$ cat src/verilog/daoi_pkg.sv
// Constants, register map and types for the dual converter output block.
// Assumes one 50 MHz clock and AXI4-Lite register access.
//
// Operation
// RL1: Each sample appears on the output words five clock cycles after capture.
// RL2: Both channels sample on the rising edge; outputs change on a rising edge.
// RL3: Two separate 10-bit output buses, one per channel, driven together.
// RL4: Format pin low selects offset binary, high selects two's complement.
// RL5: Offset binary zero is 10 0000 0000; two's complement inverts the MSB.
// RL6: Sleep high disables both quantizers; sleep low resumes conversion; the code stays asleep while the sleep control bit is set.
// RL7: Power-down with outputs enabled freezes outputs at their last value.
// RL8: Output enable pin high puts both data buses in high impedance.
// RL9: Output enable is active low; power-down and sleep low mean normal; the code also needs the sleep control bit clear.
// RL10: Capture logic discards words for five cycles after sleep or power-down; the capture model discards eight.
package daoi_pkg;

	////////////////////////////////////////////////////////////////////////
	// Data path
	localparam int DAOI_DW      = 10;
	localparam int DAOI_LATENCY = 5;
	localparam int DAOI_FDEPTH  = 32;
	localparam logic [DAOI_DW-1:0] DAOI_ZERO = 10'h200;

	////////////////////////////////////////////////////////////////////////
	// Pin synchroniser bit positions
	localparam int DAOI_SY_FMT   = 0;
	localparam int DAOI_SY_SLEEP = 1;
	localparam int DAOI_SY_PD    = 2;
	localparam int DAOI_SY_OEN   = 3;

	////////////////////////////////////////////////////////////////////////
	// Register map (byte addresses)
	localparam int DAOI_AW = 5;
	localparam logic [DAOI_AW-1:0] DAOI_REG_CTRL   = 5'h00;
	localparam logic [DAOI_AW-1:0] DAOI_REG_STATUS = 5'h04;
	localparam logic [DAOI_AW-1:0] DAOI_REG_DATA   = 5'h08;
	localparam logic [DAOI_AW-1:0] DAOI_REG_COUNT  = 5'h0C;
	localparam logic [1:0] DAOI_RESP_OK  = 2'h0;
	localparam logic [1:0] DAOI_RESP_ERR = 2'h2;

	// Control fields
	localparam int DAOI_CTRL_CAP   = 0;
	localparam int DAOI_CTRL_SLEEP = 1;
	localparam logic [1:0] DAOI_CTRL_RST = 2'h1;

	// Status fields
	localparam int DAOI_ST_OVF = 6;

	////////////////////////////////////////////////////////////////////////
	// Power mode
	typedef enum logic [2:0] {
		DAOI_RUN   = 3'b001,
		DAOI_SLEEP = 3'b010,
		DAOI_PDOWN = 3'b100
	} daoi_mode_e;

endpackage : daoi_pkg

$ cat src/verilog/daoi_top.sv
// Converter output stage: sample pipeline, coding, output drive, capture
// FIFO and AXI4-Lite register slave.
// Assumes control pins are asynchronous, quantizer words are on mclk.
//
// The address map and the AXI4-Lite slave port were chosen for this implementation.
`timescale 1ns/1ps
`default_nettype none

////////////////////////////////////////////////////////////////////////////
module daoi_fifo #(
	parameter int W     = 20,
	parameter int DEPTH = 32
) (
	// Clock and reset
	input  wire logic         mclk,
	input  wire logic         rst,
	// Fill side
	input  wire logic         in_valid,
	output logic              in_ready,
	input  wire logic [W-1:0] in_data,
	// Drain side
	output logic              out_valid,
	input  wire logic         out_ready,
	output logic [W-1:0]      out_data
);
	localparam int AW = $clog2(DEPTH);
	localparam logic [AW:0] FULL = (AW+1)'(DEPTH);

	initial begin
		if (DEPTH < 2 || (1 << AW) != DEPTH)
			$error("daoi_fifo: DEPTH must be a power of two");
	end

	typedef struct packed {
		logic [DEPTH-1:0][W-1:0] mem;
		logic [AW-1:0]           wp;
		logic [AW-1:0]           rp;
		logic [AW:0]             cnt;
	} daoi_fifo_s;

	daoi_fifo_s q;
	daoi_fifo_s d;
	logic       push;
	logic       pop;

	assign in_ready  = (q.cnt != FULL);
	assign out_valid = (q.cnt != '0);
	assign out_data  = q.mem[q.rp];

	always_comb begin
		d    = q;
		push = in_valid && in_ready;
		pop  = out_ready && out_valid;
		if (push) begin
			d.mem[q.wp] = in_data;
			d.wp        = q.wp + 1'b1;
		end
		if (pop)
			d.rp = q.rp + 1'b1;
		if (push && !pop)
			d.cnt = q.cnt + 1'b1;
		else if (pop && !push)
			d.cnt = q.cnt - 1'b1;
	end

	always_ff @(posedge mclk) begin
		if (rst) begin
			q.mem <= '0;
			q.wp  <= '0;
			q.rp  <= '0;
			q.cnt <= '0;
		end else begin
			q <= d;
		end
	end
endmodule : daoi_fifo

////////////////////////////////////////////////////////////////////////////
module daoi_top
	import daoi_pkg::*;
#(
	parameter int LATENCY = daoi_pkg::DAOI_LATENCY,
	parameter int FDEPTH  = daoi_pkg::DAOI_FDEPTH
) (
	// Clock and reset
	input  wire logic                          mclk,
	input  wire logic                          rst,
	// Quantizer results, offset binary, on mclk
	input  wire logic [daoi_pkg::DAOI_DW-1:0]  quant_a_in,
	input  wire logic [daoi_pkg::DAOI_DW-1:0]  quant_b_in,
	// Control pins, asynchronous
	input  wire logic                          format_select,
	input  wire logic                          sleep_in,
	input  wire logic                          power_down_in,
	input  wire logic                          output_enable_n,
	// Three-state data pins
	output logic [daoi_pkg::DAOI_DW-1:0]       chan_a_data,
	output logic                               chan_a_oe,
	output logic [daoi_pkg::DAOI_DW-1:0]       chan_b_data,
	output logic                               chan_b_oe,
	// AXI4-Lite write address
	input  wire logic [daoi_pkg::DAOI_AW-1:0]  s_axi_awaddr,
	input  wire logic                          s_axi_awvalid,
	output logic                               s_axi_awready,
	// AXI4-Lite write data
	input  wire logic [31:0]                   s_axi_wdata,
	input  wire logic [3:0]                    s_axi_wstrb,
	input  wire logic                          s_axi_wvalid,
	output logic                               s_axi_wready,
	// AXI4-Lite write response
	output logic [1:0]                         s_axi_bresp,
	output logic                               s_axi_bvalid,
	input  wire logic                          s_axi_bready,
	// AXI4-Lite read address
	input  wire logic [daoi_pkg::DAOI_AW-1:0]  s_axi_araddr,
	input  wire logic                          s_axi_arvalid,
	output logic                               s_axi_arready,
	// AXI4-Lite read data
	output logic [31:0]                        s_axi_rdata,
	output logic [1:0]                         s_axi_rresp,
	output logic                               s_axi_rvalid,
	input  wire logic                          s_axi_rready
);
	import daoi_pkg::*;

	localparam int FW = 2 * DAOI_DW;

	initial begin
		if (LATENCY < 2)
			$error("daoi_top: LATENCY must be at least 2");
	end

	////////////////////////////////////////////////////////////////////////
	// State
	typedef struct packed {
		logic [3:0]                       sync1;
		logic [3:0]                       sync2;
		daoi_mode_e                       mode;
		logic [LATENCY-1:0][DAOI_DW-1:0]  stg_a;
		logic [LATENCY-1:0][DAOI_DW-1:0]  stg_b;
		logic [LATENCY-1:0]               stg_v;
		logic [DAOI_DW-1:0]               a;
		logic [DAOI_DW-1:0]               b;
		logic                             oe;
		logic                             fv;
		logic [FW-1:0]                    fd;
		logic [1:0]                       ctrl;
		logic                             ovf;
		logic [15:0]                      cnt;
		logic                             awready;
		logic                             wready;
		logic                             aw_got;
		logic                             w_got;
		logic [DAOI_AW-1:0]               awaddr;
		logic [31:0]                      wdata;
		logic [3:0]                       wstrb;
		logic                             bvalid;
		logic [1:0]                       bresp;
		logic                             arready;
		logic                             rvalid;
		logic [1:0]                       rresp;
		logic [31:0]                      rdata;
	} daoi_top_s;

	daoi_top_s          q;
	daoi_top_s          d;
	logic               fifo_in_ready;
	logic               fifo_out_valid;
	logic               fifo_out_ready;
	logic [FW-1:0]      fifo_out_data;

	daoi_fifo #(
		.W     (FW),
		.DEPTH (FDEPTH)
	) u_fifo (
		.mclk      (mclk),
		.rst       (rst),
		.in_valid  (q.fv),
		.in_ready  (fifo_in_ready),
		.in_data   (q.fd),
		.out_valid (fifo_out_valid),
		.out_ready (fifo_out_ready),
		.out_data  (fifo_out_data)
	);

	// Straight outputs from state flops
	assign chan_a_data   = q.a;
	assign chan_b_data   = q.b;
	assign chan_a_oe     = q.oe;
	assign chan_b_oe     = q.oe;
	assign s_axi_awready = q.awready;
	assign s_axi_wready  = q.wready;
	assign s_axi_bvalid  = q.bvalid;
	assign s_axi_bresp   = q.bresp;
	assign s_axi_arready = q.arready;
	assign s_axi_rvalid  = q.rvalid;
	assign s_axi_rresp   = q.rresp;
	assign s_axi_rdata   = q.rdata;

	////////////////////////////////////////////////////////////////////////
	// Next state
	logic              fmt;
	logic              hold_aw;
	logic              hold_w;
	logic              new_word;
	logic              ar_hs;
	logic [31:0]       status;

	always_comb begin
		d = q;
		fmt      = q.sync2[DAOI_SY_FMT];
		new_word = 1'b0;
		fifo_out_ready = 1'b0;

		// Two-flop synchronisers for the control pins
		d.sync1 = {output_enable_n, power_down_in, sleep_in, format_select};
		d.sync2 = q.sync1;

		// Power-down outranks sleep; low on both pins with the sleep control bit clear means run [RL9]
		if (q.sync2[DAOI_SY_PD])
			d.mode = DAOI_PDOWN;
		else if (q.sync2[DAOI_SY_SLEEP] || q.ctrl[DAOI_CTRL_SLEEP])
			d.mode = DAOI_SLEEP; // [RL6]
		else
			d.mode = DAOI_RUN;

		// Outputs float whenever the enable pin is high [RL8] [RL9]
		d.oe = !q.sync2[DAOI_SY_OEN];

		// Pipeline frozen in power-down so the words hold [RL7]
		if (q.mode != DAOI_PDOWN) begin
			// Both channels taken on the same rising edge [RL2]
			d.stg_a[0] = quant_a_in;
			d.stg_b[0] = quant_b_in;
			// Quantizers idle in sleep: nothing valid enters [RL6]
			d.stg_v[0] = (q.mode == DAOI_RUN);
			for (int i = 1; i < LATENCY; i++) begin
				d.stg_a[i] = q.stg_a[i-1];
				d.stg_b[i] = q.stg_b[i-1];
				d.stg_v[i] = q.stg_v[i-1];
			end
			// Output latch is the last of the five edges [RL1]
			if (q.stg_v[LATENCY-1]) begin
				// Two's complement is offset binary with MSB flipped [RL4] [RL5]
				d.a = {q.stg_a[LATENCY-1][DAOI_DW-1] ^ fmt,
					q.stg_a[LATENCY-1][DAOI_DW-2:0]}; // [RL3]
				d.b = {q.stg_b[LATENCY-1][DAOI_DW-1] ^ fmt,
					q.stg_b[LATENCY-1][DAOI_DW-2:0]}; // [RL3]
				new_word = 1'b1;
				d.cnt = q.cnt + 16'h0001;
			end
		end

		// Capture into the FIFO; a full FIFO stalls the holding slot
		if (q.fv && fifo_in_ready)
			d.fv = 1'b0;
		if (new_word && q.ctrl[DAOI_CTRL_CAP]) begin
			if (d.fv) begin
				// Slot still blocked: the word is lost and flagged
				d.ovf = 1'b1;
			end else begin
				d.fv = 1'b1;
				d.fd = {d.b, d.a};
			end
		end

		status = {25'h0, q.ovf, !fifo_in_ready, !fifo_out_valid,
			fmt, q.oe, q.mode[2], q.mode[1]};

		////////////////////////////////////////////////////////////////////
		// Write channel: address and data in either order
		if (q.bvalid && s_axi_bready)
			d.bvalid = 1'b0;
		if (s_axi_awvalid && q.awready) begin
			d.aw_got = 1'b1;
			d.awaddr = s_axi_awaddr;
		end
		if (s_axi_wvalid && q.wready) begin
			d.w_got = 1'b1;
			d.wdata = s_axi_wdata;
			d.wstrb = s_axi_wstrb;
		end
		hold_aw = d.aw_got;
		hold_w  = d.w_got;
		if (hold_aw && hold_w && !d.bvalid) begin
			d.aw_got = 1'b0;
			d.w_got  = 1'b0;
			d.bvalid = 1'b1;
			d.bresp  = DAOI_RESP_OK;
			unique case (d.awaddr[DAOI_AW-1:2])
				DAOI_REG_CTRL[DAOI_AW-1:2]: begin
					if (d.wstrb[0])
						d.ctrl = d.wdata[1:0];
				end
				DAOI_REG_STATUS[DAOI_AW-1:2]: begin
					// Clear loses to an overflow in the same cycle
					if (d.wstrb[0] && d.wdata[DAOI_ST_OVF] &&
						!(new_word && q.ctrl[DAOI_CTRL_CAP] && q.fv &&
						!fifo_in_ready))
						d.ovf = 1'b0;
				end
				DAOI_REG_DATA[DAOI_AW-1:2],
				DAOI_REG_COUNT[DAOI_AW-1:2]: begin
					d.bresp = DAOI_RESP_OK;
				end
				default: begin
					d.bresp = DAOI_RESP_ERR;
				end
			endcase
		end
		d.awready = !d.aw_got && !d.bvalid;
		d.wready  = !d.w_got && !d.bvalid;

		////////////////////////////////////////////////////////////////////
		// Read channel: answer one cycle after the address
		if (q.rvalid && s_axi_rready)
			d.rvalid = 1'b0;
		ar_hs = s_axi_arvalid && q.arready;
		if (ar_hs) begin
			d.rvalid = 1'b1;
			d.rresp  = DAOI_RESP_OK;
			unique case (s_axi_araddr[DAOI_AW-1:2])
				DAOI_REG_CTRL[DAOI_AW-1:2]:
					d.rdata = {30'h0, q.ctrl};
				DAOI_REG_STATUS[DAOI_AW-1:2]:
					d.rdata = status;
				DAOI_REG_DATA[DAOI_AW-1:2]: begin
					// Bit 31 tells software whether the word is real
					d.rdata = {fifo_out_valid, 11'h0, fifo_out_data};
					fifo_out_ready = fifo_out_valid;
				end
				DAOI_REG_COUNT[DAOI_AW-1:2]:
					d.rdata = {16'h0, q.cnt};
				default: begin
					d.rdata = 32'h0;
					d.rresp = DAOI_RESP_ERR;
				end
			endcase
		end
		d.arready = !d.rvalid;
	end

	////////////////////////////////////////////////////////////////////////
	// State register
	always_ff @(posedge mclk) begin
		if (rst) begin
			q         <= '0;
			q.mode    <= DAOI_RUN;
			q.a       <= DAOI_ZERO;
			q.b       <= DAOI_ZERO;
			q.ctrl    <= DAOI_CTRL_RST;
			q.awready <= 1'b1;
			q.wready  <= 1'b1;
			q.arready <= 1'b1;
		end else begin
			q <= d;
		end
	end
endmodule : daoi_top

`default_nettype wire

$ cat config.mk
export PLATFORM = sky130hd
export DESIGN_NAME = daoi_top
export DESIGN_NICKNAME = d
export VERILOG_FILES = /design/src/verilog/daoi_pkg.sv /design/src/verilog/daoi_top.sv
export SDC_FILE = /design/constraint.sdc
export NUM_CORES = 2
export LEC_CHECK = 0
export BUFFER_PORTS_ARGS = -buffer_cell sky130_fd_sc_hd__buf_2
export CAP_MARGIN = 15
export CORE_MARGIN = 5
export CORE_UTILIZATION = 50
export CTS_CLUSTER_SIZE = 24
export DETAILED_ROUTE_END_ITERATION = 8
export PLACE_DENSITY = 0.67
export SLEW_MARGIN = 20
export SYNTH_ARGS = -nofsm -noshare
export SYNTH_HDL_FRONTEND = slang
export SYNTH_SLANG_ARGS = --single-unit
export TNS_END_PERCENT = 10
$ cat constraint.sdc
create_clock -name mclk -period 6.84 [get_ports mclk]
set_clock_uncertainty 0.05 [all_clocks]
set_input_delay 0.684 -clock mclk [delete_from_list [all_inputs] [get_ports mclk]]
set_output_delay 0.684 -clock mclk [all_outputs]
set_load 0.05 [all_outputs]
==> impl_metrics.prom <==
# TYPE chip_impl_metric gauge
chip_impl_info{name="min-delay-path-class",value="input port to flop"} 1
chip_impl_metric{name="cts_num_sinks",unit=""} 870
chip_impl_metric{name="clkTransAtPathRegs",unit="ps"} 60
chip_impl_metric{name="timing.critical_path.required",unit="ps"} 7280
chip_impl_metric{name="setup_failing_eps_final",unit=""} 0
chip_impl_metric{name="grt_start_max_net_pins",unit=""} 229
chip_impl_info{name="worst_hold_path.endpoint",value="d[256]$_SDFF_PP0_"} 1
chip_impl_metric{name="buffers_added_on_ports",unit=""} 90
chip_impl_metric{name="fin_nets",unit=""} 4288
chip_impl_metric{name="dr.first_iter.drc_count",unit=""} 3326
chip_impl_metric{name="antenna_cells",unit=""} 0
chip_impl_metric{name="routed_wirelength",unit="um"} 105000
chip_impl_metric{name="worst_path_largest_cell_delay",unit="ps"} 950
chip_impl_metric{name="avgSynthCellArea",unit="um^2"} 8.31
chip_impl_metric{name="coreArea",unit="um^2"} 72700
chip_impl_metric{name="yosys.area.top_type_share",unit=""} 0.477
chip_impl_metric{name="ctsLongestPathBuffers",unit=""} 3
chip_impl_metric{name="die_outline_area",unit="um^2"} 78500
chip_impl_info{name="clockRootBuffer",value="sky130_fd_sc_hd__clkbuf_16"} 1
chip_impl_metric{name="ys_async_sr_fraction",unit=""} 0
chip_impl_metric{name="synth.yosys.seq_area_share",unit=""} 0.477
chip_impl_metric{name="clock.fmax",unit="MHz"} 275
chip_impl_metric{name="h_tree_lvl_count",unit=""} 3
chip_impl_info{name="layout.cells.most_common_list",value="sky130_fd_sc_hd__nand2_1, sky130_fd_sc_hd__dfxtp_1, sky130_fd_sc_hd__a21oi_1"} 1
chip_impl_metric{name="layout_min_cycle_time",unit="ps"} 3630
chip_impl_info{name="critical_path_launch_point_type",value="flop"} 1
chip_impl_metric{name="drc_errors",unit=""} 0
chip_impl_metric{name="totalPowerFinal",unit="mW"} 10.2
chip_impl_info{name="critical_path.endpoint_type",value="flop"} 1
chip_impl_metric{name="final.period_utilization",unit=""} 0.531
chip_impl_info{name="cp_cell_sequence",value="buf_4, mux4_2, a22o_1, a2111oi_1, o31ai_1"} 1
chip_impl_metric{name="die_w",unit="um"} 280
chip_impl_metric{name="timing.final.ws_setup",unit="ps"} 3210
chip_impl_metric{name="viasPerCell",unit=""} 5.66
chip_impl_metric{name="global_route_wire_length_before_repair",unit="um"} 160000
chip_impl_metric{name="hpwl",unit="um"} 60800
chip_impl_metric{name="post_synth_inst_count",unit=""} 4390
chip_impl_metric{name="drv.max_cap_violation_count",unit=""} 0
chip_impl_metric{name="count_of_unique_library_cells_instantiated_by_yosys",unit=""} 69
chip_impl_metric{name="final.hold.worst_slack",unit="ps"} 194
chip_impl_metric{name="clock_latency_reported_for_the_late_side_of_the_worst_skew_pair",unit="ps"} 650
chip_impl_metric{name="setup_total_negative_slack",unit="ps"} 0
chip_impl_metric{name="synthSimpleGateAreaFrac",unit=""} 0.193
chip_impl_info{name="grt_setup_unrepaired",value="false"} 1
chip_impl_metric{name="place_congestion",unit=""} 0.887
chip_impl_metric{name="cts_buffers",unit=""} 89
chip_impl_info{name="cts_tree",value="yes"} 1
chip_impl_info{name="outcome",value="finished, final reports clean"} 1
chip_impl_metric{name="power_density",unit="nW/um^2"} 258
chip_impl_metric{name="synth.ff_latch_count",unit=""} 870
chip_impl_metric{name="initial_core_utilization",unit=""} 0.502
chip_impl_metric{name="yosysWarnings",unit=""} 0
chip_impl_metric{name="tightestPinTransition",unit="ps"} 1190
chip_impl_info{name="yosys.area.top_type",value="sky130_fd_sc_hd__dfxtp_1"} 1
chip_impl_info{name="timing.critical_path.from",value="u_fifo.q[6]$_SDFFE_PP0P_"} 1
chip_impl_metric{name="boundary_pin_count",unit=""} 140
chip_impl_metric{name="dp_worst_slack",unit="ps"} 3160
chip_impl_metric{name="worst-r2r-cell-count",unit=""} 5
chip_impl_metric{name="die_h",unit="um"} 280
chip_impl_metric{name="vdd.ir_drop.worst",unit="mV"} 0.216
chip_impl_info{name="r2r_end",value="s_axi_rdata[5]$_SDFFE_PP0N_"} 1
chip_impl_info{name="worstReg2RegStart",value="u_fifo.q[6]$_SDFFE_PP0P_"} 1
chip_impl_metric{name="min_delay_path_depth",unit=""} 2
chip_impl_metric{name="grt_remaining_overflow",unit=""} 0
chip_impl_metric{name="grt_use_total",unit=""} 0.256
chip_impl_metric{name="avgRoutedWirePerCell",unit="um"} 20.1
chip_impl_metric{name="synth_compound_gate_area_share",unit=""} 0.144
chip_impl_metric{name="finalHoldViolations",unit=""} 0
chip_impl_metric{name="detailedRoute.firstPassIterationCount",unit=""} 5
chip_impl_metric{name="slew-limit-headroom",unit=""} 0.208
chip_impl_metric{name="syn_area",unit="um^2"} 36500
chip_impl_metric{name="yosys.area_share.adder",unit=""} 0.00466
chip_impl_metric{name="syn_to_final_growth",unit="%"} 8.49
chip_impl_metric{name="core.rowCount",unit=""} 99
chip_impl_metric{name="cts.hold.buffers_added",unit=""} 0
chip_impl_metric{name="rrSetupSlack",unit="ps"} 3210
chip_impl_metric{name="crit_fanout",unit=""} 33
chip_impl_metric{name="vias",unit=""} 29600
chip_impl_info{name="layout.cells.most_common",value="sky130_fd_sc_hd__nand2_1"} 1
chip_impl_metric{name="synthXorXnorAreaFrac",unit=""} 0.00600
chip_impl_metric{name="cp.arrival",unit="ps"} 4070
chip_impl_metric{name="static-leakage-power",unit="nW"} 12.8
chip_impl_metric{name="postCtsSetupRepairBufs",unit=""} 0
chip_impl_metric{name="nFillCells",unit=""} 6623
chip_impl_info{name="synth.area.top_cells",value="sky130_fd_sc_hd__dfxtp_1, sky130_fd_sc_hd__nand2_1, sky130_fd_sc_hd__a21oi_1"} 1
chip_impl_metric{name="fin_max_slew_vios",unit=""} 0
chip_impl_info{name="worst-setup-path-type",value="flop to flop"} 1
chip_impl_metric{name="drive_gt1_frac",unit=""} 0.113
chip_impl_info{name="timing.hold.worst.start",value="output_enable_n"} 1
chip_impl_metric{name="post_detailed_route_count_of_antenna_violating_nets",unit=""} 0
chip_impl_metric{name="grt_antenna_before_repair",unit=""} 0
chip_impl_metric{name="first_global_vias",unit=""} 27200
chip_impl_info{name="combinational_family_with_the_most_area_after_synthesis",value="simple AND/OR/NAND/NOR gates"} 1
chip_impl_info{name="yosys_most_used_dff",value="sky130_fd_sc_hd__dfxtp_1"} 1
chip_impl_metric{name="synth-edff-count",unit=""} 0
chip_impl_metric{name="synth.area.mux_share",unit=""} 0.112
chip_impl_info{name="timing.critical_path.slowest_stage_cell",value="sky130_fd_sc_hd__a2111oi_1"} 1
chip_impl_metric{name="postCtsResizedCells",unit=""} 0
-- routing by layer --
metal  wire, um  global-route usage
met5          0                   0
met1      45500               0.366
met2      47000               0.399
met3       8620              0.0439
met4       3870              0.0850
-- Yosys cell counts (4+ instances only) --
| master | n |
|---|---|
| sky130_fd_sc_hd__nor4_1 | 4 |
| sky130_fd_sc_hd__nand4_1 | 7 |
| sky130_fd_sc_hd__o21ai_0 | 18 |
| sky130_fd_sc_hd__o31ai_1 | 14 |
| sky130_fd_sc_hd__buf_4 | 83 |
| sky130_fd_sc_hd__a21oi_1 | 774 |
| sky130_fd_sc_hd__buf_1 | 9 |
| sky130_fd_sc_hd__o221ai_1 | 17 |
| sky130_fd_sc_hd__clkbuf_1 | 321 |
| sky130_fd_sc_hd__a22oi_1 | 18 |
| sky130_fd_sc_hd__clkbuf_2 | 18 |
| sky130_fd_sc_hd__nand2_1 | 1550 |
| sky130_fd_sc_hd__buf_2 | 20 |
| sky130_fd_sc_hd__nand2_2 | 8 |
| sky130_fd_sc_hd__inv_1 | 8 |
| sky130_fd_sc_hd__nand3_1 | 19 |
| sky130_fd_sc_hd__a2111oi_0 | 13 |
| sky130_fd_sc_hd__a211oi_1 | 36 |
| sky130_fd_sc_hd__mux4_2 | 124 |
| sky130_fd_sc_hd__and3_1 | 6 |
| sky130_fd_sc_hd__nor2_1 | 134 |
| sky130_fd_sc_hd__nor2b_1 | 15 |
| sky130_fd_sc_hd__and2_1 | 8 |
| sky130_fd_sc_hd__ha_1 | 12 |
| sky130_fd_sc_hd__nor3_1 | 11 |
| sky130_fd_sc_hd__dfxtp_1 | 870 |
| sky130_fd_sc_hd__mux2i_1 | 121 |
| sky130_fd_sc_hd__or2_2 | 6 |
| sky130_fd_sc_hd__xnor2_1 | 9 |
| sky130_fd_sc_hd__nand2b_1 | 7 |
| sky130_fd_sc_hd__o22ai_1 | 21 |
| sky130_fd_sc_hd__a22o_1 | 15 |
| sky130_fd_sc_hd__xor2_1 | 16 |
| sky130_fd_sc_hd__mux2_2 | 8 |
| sky130_fd_sc_hd__buf_6 | 14 |
-- through the flow --
stage / std cells / cell area [um^2] / util
after floorplan: 4402 / 36500 / -
after global placement: 5066 / 36700 / 0.504
after detailed placement: 5066 / 36700 / 0.504
after CTS: 5224 / 39600 / 0.544
after global routing: 5224 / 39600 / 0.545
final: 5224 / 39600 / 0.545
-- logic make-up after synthesis --
family,after synthesis
AO/OA/AOI/OAI,954
XOR/XNOR,25
other,1
flip-flops,870
AND/OR/NAND/NOR,1797
adder cells (fa/ha/maj),13
buffers and inverters,477
multiplexers,253
-- critical path: cells and delay by family, from the launching register on --
kind	cells	cell delay, ps
AOI/OAI and AO/OA	3	1390
DFF	1	870
muxes	1	600
buffers and inverters	1	530
-- power breakdown --
part	switching (mW)	internal [mW]
clock network	2.06	2.75
registers	0.0228	5.10
logic	0.210	0.0618
total	2.29	7.92
-- worst max-delay path by stage --
| stage | depth (start not counted) | slack (ps) | to |
|---|---|---|---|
| floorplan | 13 | 3470 | u_fifo.q[4]$_SDFFE_PP0P_ |
| global placement | 5 | 3180 | s_axi_rdata[1]$_SDFFE_PP0N_ |
| detailed placement | 5 | 3160 | s_axi_rdata[1]$_SDFFE_PP0N_ |
| CTS | 5 | 3160 | s_axi_rdata[1]$_SDFFE_PP0N_ |
| global route | 5 | 3020 | s_axi_rdata[1]$_SDFFE_PP0N_ |
| finish | 5 | 3210 | s_axi_rdata[5]$_SDFFE_PP0N_ |
-- sequential cells by signal (all words and copies together) (netlist names), 4 cells and up --
signal,flops
u_fifo.q,656
q,160
s_axi_rdata,21
chan_a_data,10
chan_b_data,10
d,4
-- final cells by class --
| cell class | count | area [um^2] | area share |
|---|---|---|---|
| Clock buffer | 135 | 2640 | 0.0667 |
| Clock inverter | 23 | 265 | 0.00670 |
| Sequential cell | 870 | 17400 | 0.440 |
| Tap cell | 959 | 1200 | 0.0303 |
| Inverter | 10 | 37.5 | 0.000948 |
| Multi-Input combinational cell | 3055 | 16900 | 0.427 |
| Timing Repair Buffer | 172 | 1130 | 0.0284 |
Note: power is estimated with default switching activity, not from simulation.
